$ cat src/clock_domain_control_defs.vh
`ifndef CLOCK_DOMAIN_CONTROL_DEFS_VH
`define CLOCK_DOMAIN_CONTROL_DEFS_VH

// Register byte addresses (APB, one 32-bit word each)
`define ADDR_SOURCE_DISABLE 32'hFFFFE100
`define ADDR_DOMAIN_DISABLE 32'hFFFFE104
`define ADDR_SELFTEST_CLOCK_DIVIDER 32'hFFFFE108
`define ADDR_MAIN_DOMAIN_SOURCE_SELECT 32'hFFFFE10C
`define ADDR_ASYNC_DOMAIN_SOURCE_SELECT 32'hFFFFE110
`define ADDR_TIMER_DOMAIN_SOURCE_SELECT 32'hFFFFE114
`define ADDR_PERIPHERAL_DIVIDER 32'hFFFFE118
`define ADDR_LOOP_CONTROL 32'hFFFFE11C
`define ADDR_GLOBAL_STATUS_REGISTER 32'hFFFFE120

// Reset values
`define RST_SOURCE_DISABLE 8'hCE
`define RST_DOMAIN_DISABLE 10'h000
`define RST_SELFTEST_DIVIDE 3'h0
`define RST_MAIN_SOURCE 3'h0
`define RST_ASYNC_SOURCE 4'h8
`define RST_TIMER_SOURCE 4'h8
`define RST_TIMER_DIVIDE 2'h0
`define RST_PERIPHERAL_RATIO 2'h0
`define RST_LOOP_CONTROL 2'h0

// Clock source numbers
`define SRC_MAIN_OSC 3'h0
`define SRC_LOOP 3'h1
`define SRC_EXT 3'h3
`define SRC_SLOW_INTERNAL 3'h4
`define SRC_FAST_INTERNAL 3'h5

// Domain disable bit positions
`define DIS_CORE 0
`define DIS_BUS 1
`define DIS_PERIPH 2
`define DIS_PERIPH2 3
`define DIS_ASYNC 4
`define DIS_TIMER 6
`define DIS_ENCODER 9

// Field positions
`define STC_DIV_LSB 0
`define TIMER_DIV_LSB 8
`define PERIPH2_RATIO_LSB 8
`define LOOP_FM_BIT 0
`define LOOP_SLIP_RESET_BIT 1
`define STAT_OSC_FAIL_BIT 0
`define STAT_SLIP_BIT 1

// Peripheral ratio codes: 0 /1, 1 /2, 2 or 3 /16
`define RATIO_DIV1 2'h0
`define RATIO_DIV2 2'h1

// Checker core lag in clock cycles
`define CHECKER_LAG 2

`endif

$ cat src/clock_domain_control.v
`include "clock_domain_control_defs.vh"

// Summary of operation
// - Slow internal oscillator output is clock source number 4.
// - Fast internal oscillator output is clock source number 5.
// - Fast internal oscillator feeds the main oscillator failure detector.
// - Frequency modulation on the loop output is optionally enabled.
// - Loop slips are flagged; optional whole-device reset on slip.
// - Domain disable bit 1 stops the system bus domain.
// - Processor core runs with bus clock, in phase, outside self-test.
// - Domain disable bit 0 stops the processor core and checker core clocks.
// - During self-test the core clock divides by 1 to 8.
// - Checker core clock equals core clock, lagging two cycles.
// - Checker clock gated and divided together with core clock.
// - Both peripheral clocks derive from bus clock by 1, 2 or 16.
// - Domain disable bit 2 stops the primary peripheral clock.
// - Domain disable bit 9 gates primary peripheral clock to encoder.
// - Domain disable bit 3 stops the secondary peripheral clock.
// - Async peripheral clock defaults to primary peripheral, selectable.
// - Domain disable bit 4 stops the async peripheral domain.
// - Domain disable bit 6 stops the timer clock domain.
// - Each source has a disable bit at its source number.
// - Oscillator failure sets status bit 0 and moves to limp clock.
module clock_domain_control (
    input wire mclk,
    input wire nrst,
    input wire psel,
    input wire penable,
    input wire pwrite,
    input wire [31:0] paddr,
    input wire [31:0] pwdata,
    output reg [31:0] prdata,
    output reg pready,
    output reg pslverr,
    input wire main_oscillator_input,
    input wire loop_clock_input,
    input wire ext_clock_input,
    input wire slow_internal_source,
    input wire fast_internal_source,
    input wire osc_fail_in,
    input wire loop_slip_in,
    input wire selftest_active,
    output reg bus_clock_en,
    output reg processor_core_clock_en,
    output reg checker_core_clock_en,
    output reg primary_peripheral_clock_en,
    output reg encoder_clock_en,
    output reg secondary_peripheral_clock_en,
    output reg async_peripheral_clock_en,
    output reg os_timer_clock_en,
    output reg osc_detect_ref_en,
    output reg [7:0] source_enable,
    output reg loop_modulation_en,
    output reg device_reset_req
);

    reg [7:0] src_dis_q;
    reg [9:0] dom_dis_q;
    reg [2:0] stc_div_q;
    reg [2:0] main_sel_q;
    reg [3:0] async_sel_q;
    reg [3:0] timer_sel_q;
    reg [1:0] timer_div_q;
    reg [1:0] p1_ratio_q;
    reg [1:0] p2_ratio_q;
    reg [1:0] loop_ctl_q;
    reg osc_fail_q;
    reg slip_seen_q;
    reg [7:0] s1_q;
    reg [7:0] s2_q;
    reg [7:0] s3_q;
    reg [1:0] fail_sync_q;
    reg [1:0] slip_sync_q;
    reg slip_prev_q;
    reg [2:0] prime_q;
    reg [2:0] stc_cnt_q;
    reg [3:0] pcnt_q;
    reg [2:0] tcnt_q;
    reg [1:0] lag_q;
    wire [7:0] src_raw;
    wire [7:0] src_tick;
    wire [2:0] main_eff;
    wire bus_tick;
    wire core_tick;
    wire p1_tick;
    wire p2_tick;
    wire async_tick;
    wire timer_src_tick;
    wire timer_tick;
    wire slip_pulse;
    wire acc;
    wire wr;
    reg [31:0] rd_d;
    reg hit_d;

    // Source number is the bit position; reserved slots stay low
    assign src_raw = {2'h0, fast_internal_source, slow_internal_source,
                      ext_clock_input, 1'b0, loop_clock_input,
                      main_oscillator_input};

    // Two-stage synchronisers per source, third stage only for edges
    always @(posedge mclk or negedge nrst)
    begin
        if (!nrst)
        begin
            s1_q <= 8'h00;
            s2_q <= 8'h00;
            s3_q <= 8'h00;
            fail_sync_q <= 2'h0;
            slip_sync_q <= 2'h0;
            slip_prev_q <= 1'b0;
            prime_q <= 3'h0;
        end
        else
        begin
            // Third stage holds a reset value, not a pin sample, at first
            prime_q <= {prime_q[1:0], 1'b1};
            s1_q <= src_raw;
            s2_q <= s1_q;
            s3_q <= s2_q;
            fail_sync_q <= {fail_sync_q[0], osc_fail_in};
            slip_sync_q <= {slip_sync_q[0], loop_slip_in};
            slip_prev_q <= slip_sync_q[1];
        end
    end

    // Rising edge of each source, dropped while that source is disabled
    // No edges until the third stage is primed, else a false edge follows reset
    assign src_tick = s2_q & ~s3_q & ~src_dis_q & {8{prime_q[2]}};
    assign slip_pulse = slip_sync_q[1] & ~slip_prev_q;

    // Limp mode: a failed oscillator is replaced by the fast internal one
    assign main_eff = (osc_fail_q && main_sel_q == `SRC_MAIN_OSC) ?
                      `SRC_FAST_INTERNAL : main_sel_q;
    assign bus_tick = src_tick[main_eff];

    // Core tick equals bus tick unless self-test divides it
    assign core_tick = bus_tick &
                       (!selftest_active || stc_cnt_q == stc_div_q);

    // Peripheral ratios share one counter so the two stay aligned
    assign p1_tick = bus_tick & (p1_ratio_q == `RATIO_DIV1 ||
                     (p1_ratio_q == `RATIO_DIV2 && pcnt_q[0]) ||
                     (p1_ratio_q[1] && pcnt_q == 4'hF));
    assign p2_tick = bus_tick & (p2_ratio_q == `RATIO_DIV1 ||
                     (p2_ratio_q == `RATIO_DIV2 && pcnt_q[0]) ||
                     (p2_ratio_q[1] && pcnt_q == 4'hF));

    // Select codes 8 and above mean the primary peripheral clock
    assign async_tick = async_sel_q[3] ? p1_tick :
        ((osc_fail_q && async_sel_q[2:0] == `SRC_MAIN_OSC) ?
         src_tick[`SRC_FAST_INTERNAL] : src_tick[async_sel_q[2:0]]);
    assign timer_src_tick = timer_sel_q[3] ? p1_tick :
        ((osc_fail_q && timer_sel_q[2:0] == `SRC_MAIN_OSC) ?
         src_tick[`SRC_FAST_INTERNAL] : src_tick[timer_sel_q[2:0]]);

    // Timer divider by 1, 2, 4 or 8 keeps foreign sources slow enough
    assign timer_tick = timer_src_tick &
        ((tcnt_q & ((3'h1 << timer_div_q) - 3'h1)) ==
         ((3'h1 << timer_div_q) - 3'h1));

    // Divider counters run on their own source ticks
    always @(posedge mclk or negedge nrst)
    begin
        if (!nrst)
        begin
            stc_cnt_q <= 3'h0;
            pcnt_q <= 4'h0;
            tcnt_q <= 3'h0;
        end
        else
        begin
            if (!selftest_active)
                stc_cnt_q <= 3'h0;
            else if (bus_tick)
                stc_cnt_q <= (stc_cnt_q == stc_div_q) ? 3'h0 :
                             stc_cnt_q + 3'h1;
            if (bus_tick)
                pcnt_q <= pcnt_q + 4'h1;
            if (timer_src_tick)
                tcnt_q <= tcnt_q + 3'h1;
        end
    end

    // Registered domain enables; gating by the disable bits
    always @(posedge mclk or negedge nrst)
    begin
        if (!nrst)
        begin
            bus_clock_en <= 1'b0;
            processor_core_clock_en <= 1'b0;
            lag_q <= 2'h0;
            checker_core_clock_en <= 1'b0;
            primary_peripheral_clock_en <= 1'b0;
            encoder_clock_en <= 1'b0;
            secondary_peripheral_clock_en <= 1'b0;
            async_peripheral_clock_en <= 1'b0;
            os_timer_clock_en <= 1'b0;
            osc_detect_ref_en <= 1'b0;
        end
        else
        begin
            bus_clock_en <= bus_tick & ~dom_dis_q[`DIS_BUS];
            processor_core_clock_en <= core_tick &
                                       ~dom_dis_q[`DIS_CORE];
            // Lag taken from the gated core tick, so gating follows
            lag_q <= {lag_q[0], core_tick & ~dom_dis_q[`DIS_CORE]};
            checker_core_clock_en <= lag_q[`CHECKER_LAG - 1];
            primary_peripheral_clock_en <= p1_tick &
                                           ~dom_dis_q[`DIS_PERIPH];
            encoder_clock_en <= p1_tick & ~dom_dis_q[`DIS_PERIPH] &
                                ~dom_dis_q[`DIS_ENCODER];
            secondary_peripheral_clock_en <= p2_tick &
                                             ~dom_dis_q[`DIS_PERIPH2];
            async_peripheral_clock_en <= async_tick &
                                         ~dom_dis_q[`DIS_ASYNC];
            os_timer_clock_en <= timer_tick & ~dom_dis_q[`DIS_TIMER];
            // Reference runs even if software disables the source
            osc_detect_ref_en <= s2_q[`SRC_FAST_INTERNAL] &
                                 ~s3_q[`SRC_FAST_INTERNAL] &
                                 prime_q[2];
        end
    end

    // APB: zero-wait slave, answer prepared during the setup cycle
    assign acc = psel & penable & pready;
    assign wr = acc & pwrite & ~pslverr;

    // Read mux and address decode
    always @*
    begin
        rd_d = 32'h00000000;
        hit_d = 1'b1;
        case (paddr)
            `ADDR_SOURCE_DISABLE:
                rd_d[7:0] = src_dis_q;
            `ADDR_DOMAIN_DISABLE:
                rd_d[9:0] = dom_dis_q;
            `ADDR_SELFTEST_CLOCK_DIVIDER:
                rd_d[2:0] = stc_div_q;
            `ADDR_MAIN_DOMAIN_SOURCE_SELECT:
                rd_d[2:0] = main_sel_q;
            `ADDR_ASYNC_DOMAIN_SOURCE_SELECT:
                rd_d[3:0] = async_sel_q;
            `ADDR_TIMER_DOMAIN_SOURCE_SELECT:
            begin
                rd_d[3:0] = timer_sel_q;
                rd_d[9:8] = timer_div_q;
            end
            `ADDR_PERIPHERAL_DIVIDER:
            begin
                rd_d[1:0] = p1_ratio_q;
                rd_d[9:8] = p2_ratio_q;
            end
            `ADDR_LOOP_CONTROL:
                rd_d[1:0] = loop_ctl_q;
            `ADDR_GLOBAL_STATUS_REGISTER:
            begin
                rd_d[`STAT_OSC_FAIL_BIT] = osc_fail_q;
                rd_d[`STAT_SLIP_BIT] = slip_seen_q;
            end
            default:
                hit_d = 1'b0;
        endcase
    end

    // Bus answer flops
    always @(posedge mclk or negedge nrst)
    begin
        if (!nrst)
        begin
            pready <= 1'b0;
            pslverr <= 1'b0;
            prdata <= 32'h00000000;
        end
        else
        begin
            pready <= psel & ~penable;
            pslverr <= psel & ~penable & ~hit_d;
            prdata <= (psel & ~penable & ~pwrite) ? rd_d : 32'h00000000;
        end
    end

    // Configuration registers
    always @(posedge mclk or negedge nrst)
    begin
        if (!nrst)
        begin
            src_dis_q <= `RST_SOURCE_DISABLE;
            dom_dis_q <= `RST_DOMAIN_DISABLE;
            stc_div_q <= `RST_SELFTEST_DIVIDE;
            main_sel_q <= `RST_MAIN_SOURCE;
            async_sel_q <= `RST_ASYNC_SOURCE;
            timer_sel_q <= `RST_TIMER_SOURCE;
            timer_div_q <= `RST_TIMER_DIVIDE;
            p1_ratio_q <= `RST_PERIPHERAL_RATIO;
            p2_ratio_q <= `RST_PERIPHERAL_RATIO;
            loop_ctl_q <= `RST_LOOP_CONTROL;
        end
        else if (wr)
        begin
            case (paddr)
                `ADDR_SOURCE_DISABLE:
                    src_dis_q <= pwdata[7:0];
                `ADDR_DOMAIN_DISABLE:
                    dom_dis_q <= pwdata[9:0];
                `ADDR_SELFTEST_CLOCK_DIVIDER:
                    stc_div_q <= pwdata[`STC_DIV_LSB +: 3];
                `ADDR_MAIN_DOMAIN_SOURCE_SELECT:
                    main_sel_q <= pwdata[2:0];
                `ADDR_ASYNC_DOMAIN_SOURCE_SELECT:
                    async_sel_q <= pwdata[3:0];
                `ADDR_TIMER_DOMAIN_SOURCE_SELECT:
                begin
                    timer_sel_q <= pwdata[3:0];
                    timer_div_q <= pwdata[`TIMER_DIV_LSB +: 2];
                end
                `ADDR_PERIPHERAL_DIVIDER:
                begin
                    p1_ratio_q <= pwdata[1:0];
                    p2_ratio_q <= pwdata[`PERIPH2_RATIO_LSB +: 2];
                end
                `ADDR_LOOP_CONTROL:
                    loop_ctl_q <= pwdata[1:0];
                default:
                    loop_ctl_q <= loop_ctl_q;
            endcase
        end
    end

    // Sticky status; a new event beats a write-one-to-clear
    always @(posedge mclk or negedge nrst)
    begin
        if (!nrst)
        begin
            osc_fail_q <= 1'b0;
            slip_seen_q <= 1'b0;
        end
        else
        begin
            if (fail_sync_q[1])
                osc_fail_q <= 1'b1;
            else if (wr && paddr == `ADDR_GLOBAL_STATUS_REGISTER &&
                     pwdata[`STAT_OSC_FAIL_BIT])
                osc_fail_q <= 1'b0;
            if (slip_pulse)
                slip_seen_q <= 1'b1;
            else if (wr && paddr == `ADDR_GLOBAL_STATUS_REGISTER &&
                     pwdata[`STAT_SLIP_BIT])
                slip_seen_q <= 1'b0;
        end
    end

    // Loop side outputs and source enables
    always @(posedge mclk or negedge nrst)
    begin
        if (!nrst)
        begin
            source_enable <= ~`RST_SOURCE_DISABLE;
            loop_modulation_en <= 1'b0;
            device_reset_req <= 1'b0;
        end
        else
        begin
            source_enable <= ~src_dis_q;
            loop_modulation_en <= loop_ctl_q[`LOOP_FM_BIT];
            device_reset_req <= slip_pulse &
                                loop_ctl_q[`LOOP_SLIP_RESET_BIT];
        end
    end

endmodule

$ cat config.mk
export PLATFORM = sky130hd
export DESIGN_NAME = clock_domain_control
export DESIGN_NICKNAME = d
export VERILOG_FILES = /design/src/clock_domain_control.v
export VERILOG_INCLUDE_DIRS = /design/src
export SDC_FILE = /design/constraint.sdc
export NUM_CORES = 1
export LEC_CHECK = 0
export BUFFER_PORTS_ARGS = -buffer_cell sky130_fd_sc_hd__buf_2
export CAP_MARGIN = 20
export CORE_ASPECT_RATIO = 0.6
export CORE_UTILIZATION = 54
export CTS_BUF_LIST = sky130_fd_sc_hd__clkbuf_4
export CTS_CLUSTER_SIZE = 14
export DETAILED_ROUTE_END_ITERATION = 6
export PLACE_DENSITY_LB_ADDON = 0.1
export SYNTH_ARGS = -nofsm -noshare
export SYNTH_HDL_FRONTEND = slang
export SYNTH_SLANG_ARGS = --single-unit
$ cat constraint.sdc
create_clock -name mclk -period 2.93 [get_ports mclk]
set_input_delay 0.586 -clock mclk [delete_from_list [all_inputs] [get_ports mclk]]
set_output_delay 0.586 -clock mclk [all_outputs]
set_load 0.02 [all_outputs]
==> reports/qor.csv, run 1 <==
stage;metric;value;unit
run_status;status;finished, final reports clean;
cells_and_area;share_of_final_layout_standard_cells_stronger_than_drive_strength_1;0.384;
cells_and_area;final_area;5340;um2
worst_setup_path;worst_ep_arrival_time;2920;ps
power;power.density;515;nW/um2
clock_tree;cts_htree_levels;3;
clock_tree;worst_skew_pair.late_latency;470;ps
logic_synthesis;synth_mux_area_frac;0.139;
worst_setup_path;crit-reg2reg-launch;src_dis_q[0];
logic_synthesis;synth_compound_gate_area_share;0.0730;
drt;route.final.wire_length;9610;um
timing;hold_ws;109;ps
global_routing;grt-ovfl-total;0;
placement;detailed_place_hpwl;7080;um
timing;period_needed;2560;ps
timing;min_setup_slack_post_route;370;ps
clock_tree;cts-root-to-sink-buffers;2;
logic_synthesis;count_of_flip_flops_with_a_built_in_enable_after_synthesis;0;
global_routing;first_global_vias;2902;
placement;post_placement_cell_area;5160;um2
logic_synthesis;ys_async_sr_fraction;1.00;
logic_synthesis;synth.yosys.seq_area_share;0.588;
drt;detailedRoute.firstIterationViolations;182;
clock_tree;cts.repair.resized;0;
logic_synthesis;synth_top_flop_cell;sky130_fd_sc_hd__dfrtp_1;
placement;preCtsSetupSlack;-106;ps
logic_synthesis;ys_seq_elements;107;
worst_setup_path;worst-path-max-fanout;6;
floorplanning;initial_util;0.569;
floorplanning;chipWidth;121;um
timing;period_utilization;0.874;
logic_synthesis;basic_gate_share_of_the_synthesized_area_counting_and_or_nand_and_nor_cells;0.120;
placement;io_buffers;85;
floorplanning;core_area;8040;um2
drt;drtAntennaViolNets;0;
placement;gpl.final_weighted_congestion;0.823;
clock_tree;post-cts-setup-buffers;0;
clock_tree;clockRootBuffer;sky130_fd_sc_hd__clkbuf_4;
clock_tree;tritoncts;yes;
worst_setup_path;crit_path_end_kind;flop;
global_routing;grt_pass1_wl;15300;um
timing;final-setup-viol-count;0;
worst_setup_path;crit-reg2reg-capture;os_timer_clock_en;
floorplanning;fp.dieArea;8860;um2
clock_tree;clock-sinks;107;
cells_and_area;number_of_nets_in_the_layout;538;
cells_and_area;antennaDiodeCount;0;
logic_synthesis;post_synth.cell_area_avg;12.9;um2
worst_setup_path;dominant_delay_contributor_by_cell_family_on_the_critical_path;simple AND/OR/NAND/NOR gates;
logic_synthesis;ys.warnings.count;0;
worst_setup_path;crit_slowest_cell;sky130_fd_sc_hd__or4b_1;
floorplanning;top_level_ports;130;
drt;detail_route.drc_violations;0;
power;power.static_leakage;2.53;nW
clock_tree;clk_pin_slew_worst_paths;150;ps
logic_synthesis;synth_area;4580;um2
worst_setup_path;worst_path_largest_cell_delay;510;ps
worst_setup_path;r2r_setup_slk;490;ps
cells_and_area;area_growth_syn_to_layout;16.8;%
drt;routed_via_density;5.42;
worst_setup_path;setup.worst_path.class;primary input to flop;
worst_setup_path;critPathRequiredTime;3290;ps
worst_hold_path;worstHoldPathType;primary input to async pin;
timing;fin_setup_tns;0;ps
drt;dr.pass1.iters;5;
power;vdd_drop_max;0.000267;V
clock_tree;cts_stage_hold_buffer_count;0;
clock_tree;cts_buffers;9;
timing;tightestPinTransition;625;ps
logic_synthesis;synthCells;355;
timing;final-hold-violation-count;0;
logic_synthesis;combinational_family_with_the_most_area_after_synthesis;multiplexers;
worst_setup_path;cp.buffers_inverters;2;
logic_synthesis;post_synthesis_cell_type_count;52;
global_routing;antenna_found_initial;0;
global_routing;grt_start_max_net_pins;61;
timing;unrepaired_setup_endpoints_after_global_routing;no;
job;drv_cap;0;
drt;detail_route.wl_per_cell;16.8;um
timing;report.final.slew_viol_count;0;
timing;max_freq;0.391;GHz
global_routing;track_usage;0.235;
worst_setup_path;worstSetupStartpointType;primary input;
floorplanning;fp-row-count;25;
worst_setup_path;worstPathCellList;buf_2, or4b_1, or4_1, nor3_2, nor3b_4, buf_4, nand4_2, mux2_2;
timing;fin_worst_skew;18.0;ps
worst_setup_path;rr_worst_depth;7;
logic_synthesis;synthXorXnorAreaFrac;0.0134;
floorplanning;die_y;73.3;um
timing;timing.max_slew.rel_slack;0.583;
worst_setup_path;critical_path.startpoint;paddr[9];
logic_synthesis;post_synth_fa_ha_maj_area_fraction;0.00820;
drt;route.vias.total;3096;
[worst max path at each step]
stage / to / cells after the start / slack, ps
2_1_floorplan: dom_dis_q[0] / 7 / 20
3_3_place_gp: timer_sel_q[0] / 8 / -70
3_5_place_dp: timer_sel_q[2] / 8 / -110
4_1_cts: timer_div_q[0] / 8 / 390
5_1_grt: timer_div_q[0] / 8 / 310
6_report: timer_sel_q[1] / 8 / 370
[logic make-up after synthesis]
logic type | Yosys count
fa+ha+maj | 3
simple gates | 90
other cells | 2
flops | 107
xor+xnor | 7
buf+inv | 46
mux | 53
compound gates | 47
[worst reg2reg max path, delay by kind of cell, from the launching register on]
kind | cells | cell delay [ps]
compound gates | 4 | 990
flops | 1 | 470
simple gates | 2 | 630
buf+inv | 1 | 230
[cell type report]
type | count | area, um2
fill | 611 | 2700
sequential | 107 | 2690
multi-input combinational | 223 | 1710
timing repair buffer | 99 | 558
tap | 108 | 135
clock inverter | 6 | 111
clock buffer | 10 | 75.1
inverter | 18 | 67.6
[sequential cells by signal, summed over array words and instances, names as in the netlist, 3 cells and up]
signal	flops
stc_div_q	3
stc_cnt_q	3
s2_q	5
tcnt_q	3
main_sel_q	3
timer_sel_q	4
async_sel_q	4
prime_q	3
source_enable	8
pcnt_q	4
prdata	10
s1_q	5
dom_dis_q	10
src_dis_q	8
s3_q	5
[routing by layer]
layer,wire [um],vias up,track usage
li1,-,1435,-
met1,4760,1560,0.354
met2,4210,93,0.337
met3,558,8,0.0629
met4,82,0,0.0617
met5,0,-,0
[report_power, final]
| part | internal, mW | switching, mW |
|---|---|---|
| Sequential | 1.54 | 0.0514 |
| Clock | 0.443 | 0.471 |
| Combinational | 0.101 | 0.141 |
[synth_stat cells, types with 2 or more instances]
library cell                count  area share
sky130_fd_sc_hd__a2111oi_0      3      0.0057
sky130_fd_sc_hd__a21boi_0       3      0.0049
sky130_fd_sc_hd__a21o_1         2      0.0033
sky130_fd_sc_hd__a21oi_1       11       0.012
sky130_fd_sc_hd__a221oi_1       3      0.0057
sky130_fd_sc_hd__a22o_1         4      0.0077
sky130_fd_sc_hd__a22oi_1        7       0.011
sky130_fd_sc_hd__a311oi_1       2      0.0038
sky130_fd_sc_hd__a31oi_1        2      0.0027
sky130_fd_sc_hd__and2_1         4      0.0055
sky130_fd_sc_hd__and3_1         2      0.0027
sky130_fd_sc_hd__and3b_1        2      0.0038
sky130_fd_sc_hd__buf_4         23       0.038
sky130_fd_sc_hd__clkbuf_1       5      0.0041
sky130_fd_sc_hd__conb_1         2      0.0016
sky130_fd_sc_hd__dfrtp_1       97        0.53
sky130_fd_sc_hd__dfstp_2       10       0.057
sky130_fd_sc_hd__ha_1           3      0.0082
sky130_fd_sc_hd__inv_1         18       0.015
sky130_fd_sc_hd__mux2_2        45        0.11
sky130_fd_sc_hd__mux2i_1        4      0.0088
sky130_fd_sc_hd__mux4_2         4       0.020
sky130_fd_sc_hd__nand2_1       14       0.011
sky130_fd_sc_hd__nand2b_1       7      0.0096
sky130_fd_sc_hd__nand3_1        5      0.0055
sky130_fd_sc_hd__nand3b_1       3      0.0049
sky130_fd_sc_hd__nand4_1        6      0.0082
sky130_fd_sc_hd__nand4b_1       2      0.0038
sky130_fd_sc_hd__nand4bb_1      4      0.0098
sky130_fd_sc_hd__nor2_1        18       0.015
sky130_fd_sc_hd__nor2b_1        2      0.0027
sky130_fd_sc_hd__nor3_1         4      0.0044
sky130_fd_sc_hd__nor3b_1        5      0.0082
sky130_fd_sc_hd__o21bai_1       2      0.0033
sky130_fd_sc_hd__o22ai_1        3      0.0041
sky130_fd_sc_hd__or3_1          2      0.0027
sky130_fd_sc_hd__or4_1          2      0.0033
sky130_fd_sc_hd__xnor2_1        6       0.011
[per-stage QoR]
| stage | instances | power [mW] | utilization |
|---|---|---|---|
| after floorplan | 376 | 1.77 | - |
| after global placement | 555 | 1.86 | 0.641 |
| after detailed placement | 555 | 1.87 | 0.641 |
| after CTS | 571 | 2.78 | 0.665 |
| after global routing | 571 | 2.88 | 0.665 |
| final | 571 | 2.75 | 0.665 |
[cell usage in the layout (no fill, tap or decap), types with 3 or more instances in the layout]
cell type	n
sky130_fd_sc_hd__bufinv_16	3
sky130_fd_sc_hd__conb_1	23
sky130_fd_sc_hd__buf_2	84
sky130_fd_sc_hd__inv_1	18
sky130_fd_sc_hd__nand3_1	5
sky130_fd_sc_hd__a21boi_0	3
sky130_fd_sc_hd__a21oi_1	11
sky130_fd_sc_hd__mux2_2	45
sky130_fd_sc_hd__ha_1	3
sky130_fd_sc_hd__dfstp_2	10
sky130_fd_sc_hd__clkbuf_4	10
sky130_fd_sc_hd__nor2_1	18
sky130_fd_sc_hd__a2111oi_0	3
sky130_fd_sc_hd__nand4_1	6
sky130_fd_sc_hd__mux2i_1	4
sky130_fd_sc_hd__nand2b_1	7
sky130_fd_sc_hd__a221oi_1	3
sky130_fd_sc_hd__a22oi_1	7
sky130_fd_sc_hd__nor3_1	4
sky130_fd_sc_hd__dfrtp_1	97
sky130_fd_sc_hd__a22o_1	4
sky130_fd_sc_hd__nand2_1	14
sky130_fd_sc_hd__mux4_2	4
sky130_fd_sc_hd__nand3b_1	3
sky130_fd_sc_hd__o22ai_1	3
sky130_fd_sc_hd__and2_1	4
sky130_fd_sc_hd__xnor2_1	6
sky130_fd_sc_hd__nor3b_1	5
sky130_fd_sc_hd__nand4bb_1	4
sky130_fd_sc_hd__buf_4	13
No activity file was read; power rests on OpenSTA's default activity.
==> run 2, diff against run 1 <==
==> constraint.sdc (replaced) <==
create_clock -name mclk -period 2.93 [get_ports mclk]
set_input_delay 0.4395 -clock mclk [delete_from_list [all_inputs] [get_ports mclk]]
set_output_delay 0.4395 -clock mclk [all_outputs]
set_load 0.02 [all_outputs]
==> reports/qor.csv, run 2 (synthesized netlist as in run 1, its figures left out) <==
stage;metric;value;unit;change
drt;detailedRoute.firstIterationViolations;196;;+7.7%
global_routing;antenna_found_initial;0;;unchanged
clock_tree;cts_htree_levels;3;;unchanged
global_routing;grt_start_max_net_pins;50;;-18%
clock_tree;cts.repair.resized;0;;unchanged
floorplanning;fp.dieArea;8860;um2;unchanged
cells_and_area;finalCoreUtilization;0.655;;-0.00981
worst_setup_path;worstSetupStartpointType;primary input;;
drt;route.final.wire_length;9420;um;-2.0%
cells_and_area;commonest_cells_after_routing_fill_and_taps_aside;sky130_fd_sc_hd__dfrtp_1, sky130_fd_sc_hd__buf_2, sky130_fd_sc_hd__mux2_2;;
cells_and_area;area_growth_syn_to_layout;15.0;%;
global_routing;track_usage;0.237;;+0.00194
worst_setup_path;worst-path-max-fanout;6;;unchanged
worst_setup_path;critical_path.startpoint;paddr[9];;
timing;unrepaired_setup_endpoints_after_global_routing;no;;
drt;dr.pass1.iters;4;;-1
timing;final-setup-viol-count;0;;unchanged
worst_setup_path;crit_path_end_kind;flop;;
placement;io_buffers;85;;unchanged
timing;timing.max_slew.rel_slack;0.576;;-0.00773
global_routing;grt-ovfl-total;0;;unchanged
power;power.static_leakage;2.49;nW;-1.7%
placement;post_placement_cell_area;5130;um2;-0.58%
placement;gpl.final_weighted_congestion;0.872;;+5.9%
timing;report.final.slew_viol_count;0;;unchanged
power;power.density;476;nW/um2;-7.5%
drt;route.vias.total;3048;;-1.6%
timing;fin_worst_skew;21.7;ps;+3.67 ps
floorplanning;chipWidth;121;um;unchanged
clock_tree;clk_pin_slew_worst_paths;150;ps;about the same
clock_tree;clock-sinks;107;;unchanged
floorplanning;core_area;8040;um2;unchanged
cells_and_area;mostFrequentLayoutCell;sky130_fd_sc_hd__dfrtp_1;;
run_status;status;finished, final reports clean;;
power;vdd_drop_max;0.000286;V;+7.2%
worst_setup_path;crit-reg2reg-launch;src_dis_q[0];;
clock_tree;worst_skew_pair.late_latency;470;ps;about the same
floorplanning;fp-row-count;25;;unchanged
cells_and_area;final_area;5260;um2;-1.5%
cells_and_area;finalNonFillerCells;568;;-0.53%
global_routing;grt_pass1_wl;15200;um;-0.54%
timing;period_needed;2450;ps;-109 ps
cells_and_area;number_of_nets_in_the_layout;536;;-0.37%
timing;tightestPinTransition;637;ps;+11.6 ps
floorplanning;top_level_ports;130;;unchanged
clock_tree;clockRootBuffer;sky130_fd_sc_hd__clkbuf_4;;
cells_and_area;share_of_final_layout_standard_cells_stronger_than_drive_strength_1;0.374;;-0.0105
floorplanning;die_y;73.3;um;unchanged
timing;period_utilization;0.836;;-0.0371
timing;max_freq;0.408;GHz;+4.4%
drt;detail_route.drc_violations;0;;unchanged
drt;routed_via_density;5.37;;-1.0%
job;drv_cap;0;;unchanged
clock_tree;cts-root-to-sink-buffers;2;;unchanged
worst_setup_path;setup.worst_path.class;primary input to flop;;
floorplanning;initial_util;0.569;;unchanged
drt;drtAntennaViolNets;0;;unchanged
cells_and_area;antennaDiodeCount;0;;unchanged
worst_hold_path;hold_path.startpoint;main_oscillator_input;;
clock_tree;tritoncts;yes;;
worst_setup_path;critPathRequiredTime;3290;ps;about the same
global_routing;first_global_vias;2894;;-0.28%
worst_hold_path;worstHoldPathType;primary input to flop;;
worst_setup_path;worst_ep_arrival_time;2810;ps;-110 ps
cells_and_area;filler_cell_count;654;;+7.0%
clock_tree;post-cts-setup-buffers;0;;unchanged
placement;numPlacedInstances;551;;-0.72%
clock_tree;cts_buffers;9;;unchanged
placement;detailed_place_hpwl;7070;um;-0.19%
timing;final-hold-violation-count;0;;unchanged
drt;detail_route.wl_per_cell;16.6;um;-1.5%
cells_and_area;largestRegisters;dom_dis_q: 10 flops, prdata: 10 flops;;
clock_tree;cts_stage_hold_buffer_count;1;;+1
==> run 2: path summary, 6_finish.rpt <==
path	cells past startpoint	slack (ps)	to
max	8	480	main_sel_q[0]
min	1	60	s1_q[0]
max reg2reg	7	660	os_timer_clock_en
min reg2reg	0	360	slip_sync_q[1]
max in group asynchronous	3	1660	source_enable[5]
min in group asynchronous	2	530	checker_core_clock_en
==> run 2: metrics by stage <==
stage | power, mW | setup WS (ps) | hold slack [ps] | setup TNS, ps
after floorplan | 1.77 | 101 | 144 | 0
after global placement | 1.86 | -0.934 | 332 | -0.934
after detailed placement | 1.87 | 0.455 | 338 | 0
after CTS | 2.54 | 511 | 26.2 | 0
after global routing | 2.64 | 373 | 9.29 | 0
final | 2.51 | 479 | 63.9 | 0
==> run 2: final cells by class <==
class,count,area (um2),area share
clock buffers,9,67.6,0.0128
clock inverters,6,50.0,0.00951
inverters,18,67.6,0.0128
multi-input cells,223,1710,0.324
flip-flops and latches,107,2690,0.511
well taps,108,135,0.0257
repair buffers,97,548,0.104
==> run 2: critical path: stages <==
cell and delay, ps:
sky130_fd_sc_hd__buf_2 90, sky130_fd_sc_hd__or4b_1 500, sky130_fd_sc_hd__or4_1 490, sky130_fd_sc_hd__nor3_2 210, sky130_fd_sc_hd__nor3b_4 260, sky130_fd_sc_hd__buf_4 190, sky130_fd_sc_hd__and3_1 260, sky130_fd_sc_hd__mux2_2 360
==> run 2: power by group <==
part	switching, mW	internal, mW
Sequential	0.0547	1.54
Combinational	0.141	0.104
Clock	0.479	0.183
Total	0.676	1.83
==> run 2: layer usage <==
layer,vias up,GRT usage,part of all wire
li1,1426,-,-
met1,1521,0.362,0.49
met2,99,0.328,0.44
met3,2,0.0745,0.064
met4,0,0.0549,0.0038
met5,-,0,0
==> run 3, diff against run 2 <==
CORE_UTILIZATION = 49   (was 54)
clock period = 2 ns   (was 2.93 ns; I/O delays follow)
==> reports/qor.csv, run 3 (synthesized netlist as in run 1, its figures left out) <==
stage;metric;value;unit;change
run_status;status;finished with violations;;
run_status;violations_in_the_final_reports;setup timing;;
placement;numPlacedInstances;593;;+7.6%
placement;io_buffers;85;;unchanged
clock_tree;cts_buffers;9;;unchanged
worst_setup_path;crit_path_end_kind;flop;;
global_routing;grt_pass1_wl;17200;um;+13%
worst_setup_path;worst-path-max-fanout;7;;+1
floorplanning;core_area;8780;um2;+9.3%
global_routing;grt-ovfl-total;0;;unchanged
clock_tree;cts-root-to-sink-buffers;2;;unchanged
floorplanning;chipWidth;127;um;+4.9%
clock_tree;clock-sinks;107;;unchanged
worst_setup_path;r2r_setup_slk;-40;ps;-700 ps
cells_and_area;mostFrequentLayoutCell;sky130_fd_sc_hd__dfrtp_1;;
timing;final-hold-violation-count;0;;unchanged
worst_setup_path;crit-reg2reg-launch;src_dis_q[0];;
power;power.density;656;nW/um2;+38%
cells_and_area;number_of_nets_in_the_layout;589;;+9.9%
placement;detailed_place_hpwl;7970;um;+13%
worst_setup_path;critical_path.startpoint;paddr[9];;
drt;detailedRoute.firstIterationViolations;180;;-8.2%
cells_and_area;antennaDiodeCount;0;;unchanged
drt;routed_via_density;5.26;;-1.9%
drt;route.vias.total;3295;;+8.1%
timing;min_setup_slack_post_route;-106;ps;-585 ps
worst_setup_path;worst_ep_arrival_time;2480;ps;-330 ps
global_routing;grt_start_max_net_pins;35;;-30%
worst_setup_path;setup.worst_path.class;primary input to flop;;
worst_setup_path;rr_worst_depth;8;;+1
cells_and_area;commonest_cells_after_routing_fill_and_taps_aside;sky130_fd_sc_hd__dfrtp_1, sky130_fd_sc_hd__buf_2, sky130_fd_sc_hd__buf_4;;
power;power.static_leakage;2.85;nW;+14%
global_routing;grt.busiest_layer;met1;;
drt;detail_route.wl_per_cell;17.4;um;+5.0%
global_routing;track_usage;0.239;;+0.00177
cells_and_area;finalNonFillerCells;626;;+10%
drt;detail_route.drc_violations;0;;unchanged
worst_setup_path;crit-reg2reg-capture;tcnt_q[1];;
clock_tree;cts_htree_levels;3;;unchanged
cells_and_area;area_growth_syn_to_layout;32.6;%;
floorplanning;die_y;76.9;um;+4.8%
power;vdd_drop_max;0.000536;V;+88%
timing;period_needed;2110;ps;
drt;drtAntennaViolNets;0;;unchanged
job;drv_cap;0;;unchanged
floorplanning;fp.dieArea;9740;um2;+10%
cells_and_area;filler_cell_count;663;;+1.4%
clock_tree;clockRootBuffer;sky130_fd_sc_hd__clkbuf_4;;
timing;fin_worst_skew;29.9;ps;+8.19 ps
global_routing;groute.layer.met2.usage;0.334;;+0.00600
floorplanning;initial_util;0.521;;-0.0482
global_routing;met1_usage;0.367;;+0.00470
timing;unrepaired_setup_endpoints_after_global_routing;yes;;
timing;report.final.slew_viol_count;0;;unchanged
worst_hold_path;hold_depth;2;;+1
floorplanning;fp-row-count;26;;+4.0%
global_routing;first_global_vias;3196;;+10%
timing;period_utilization;1.05;;
floorplanning;top_level_ports;130;;unchanged
global_routing;groute.layer.met3.usage;0.0642;;-0.0103
clock_tree;tritoncts;yes;;
global_routing;antenna_found_initial;0;;unchanged
drt;route.final.wire_length;10900;um;+16%
worst_hold_path;worstHoldPathType;primary input to flop;;
cells_and_area;share_of_final_layout_standard_cells_stronger_than_drive_strength_1;0.488;;+0.114
worst_setup_path;crit_end;main_sel_q[0];;
worst_setup_path;critPathRequiredTime;2370;ps;-920 ps
clock_tree;worst_skew_pair.late_latency;490;ps;+20 ps
placement;gpl.final_weighted_congestion;0.854;;-2.0%
cells_and_area;largestRegisters;dom_dis_q: 10 flops, prdata: 10 flops;;
power;report.power.total;3.98;mW;+59%
clock_tree;clk_pin_slew_worst_paths;180;ps;+30 ps
timing;final-setup-viol-count;19;;+19
worst_setup_path;worstSetupStartpointType;primary input;;
drt;dr.pass1.iters;4;;unchanged
timing;max_freq;0.475;GHz;
## run 3: changes by cell type in the layout (fill, tap and decap cells not counted), sizes merged
cell,delta
dlygate4sd3,+7
buf,+45
inv,-1
bufinv,+1
clkbuf,+1
and2,+1
## run 3: what timing repair did
item / CTS / global route
pin swaps: 9 / 12
cloned: 1 / 0
setup endpoints to repair: 47 / 52
setup buffers: 8 / 2
gates resized for setup: 33 / 35
hold buffers: 9 / 0
hold endpoints to repair: 36 / 0
## run 3: worst max-delay path: stages
cell                      delay [ps]
sky130_fd_sc_hd__buf_6            90
sky130_fd_sc_hd__or4b_1          510
sky130_fd_sc_hd__or4_1           420
sky130_fd_sc_hd__nor3_2          150
sky130_fd_sc_hd__nor3b_4         210
sky130_fd_sc_hd__buf_6           150
sky130_fd_sc_hd__buf_6           100
sky130_fd_sc_hd__and3_4          200
sky130_fd_sc_hd__mux2_2          340
## run 3: metrics by stage
stage	cell area, um2	util	setup WS [ps]	TNS (ps)	hold WS (ps)
after floorplan	4680	-	-535	-17430	4.41
after detailed placement	5440	0.619	-703	-27100	279
final	6070	0.691	-106	-1080	51.1
after global routing	6070	0.691	-143	-2110	19.1
after global placement	5440	0.619	-628	-24400	281
after CTS	5900	0.672	-96.0	-872	35.7
## run 3: final cells by class
class                   instances  area, um2  area share
flip-flops and latches        107       2690       0.444
multi-input cells             224       2040       0.336
repair buffers                149        983       0.162
well taps                     112        140      0.0231
clock buffers                  10       75.1      0.0124
clock inverters                 6       73.8      0.0122
inverters                      18       67.6      0.0111
## run 3: worst min-delay path by stage
| stage | startpoint | endpoint |
|---|---|---|
| 2_1_floorplan | nrst | async_peripheral_clock_en |
| 3_3_place_gp | nrst | checker_core_clock_en |
| 3_5_place_dp | nrst | checker_core_clock_en |
| 4_1_cts | pwdata[7] | src_dis_q[7] |
| 5_1_grt | pwdata[7] | src_dis_q[7] |
| 6_report | pwdata[7] | src_dis_q[7] |
## run 3: layer usage
metal | vias up | wire [um]
met3 | 5 | 574
met4 | 0 | 48
met1 | 1653 | 5510
li1 | 1537 | -
met2 | 100 | 4770
met5 | - | 0
## run 3: where the power goes
group | leakage (nW) | switching, mW | internal (mW)
logic | 1.43 | 0.266 | 0.231
registers | 1.34 | 0.0770 | 2.26
clock network | 0.0820 | 0.731 | 0.414
total | 2.85 | 1.07 | 2.91
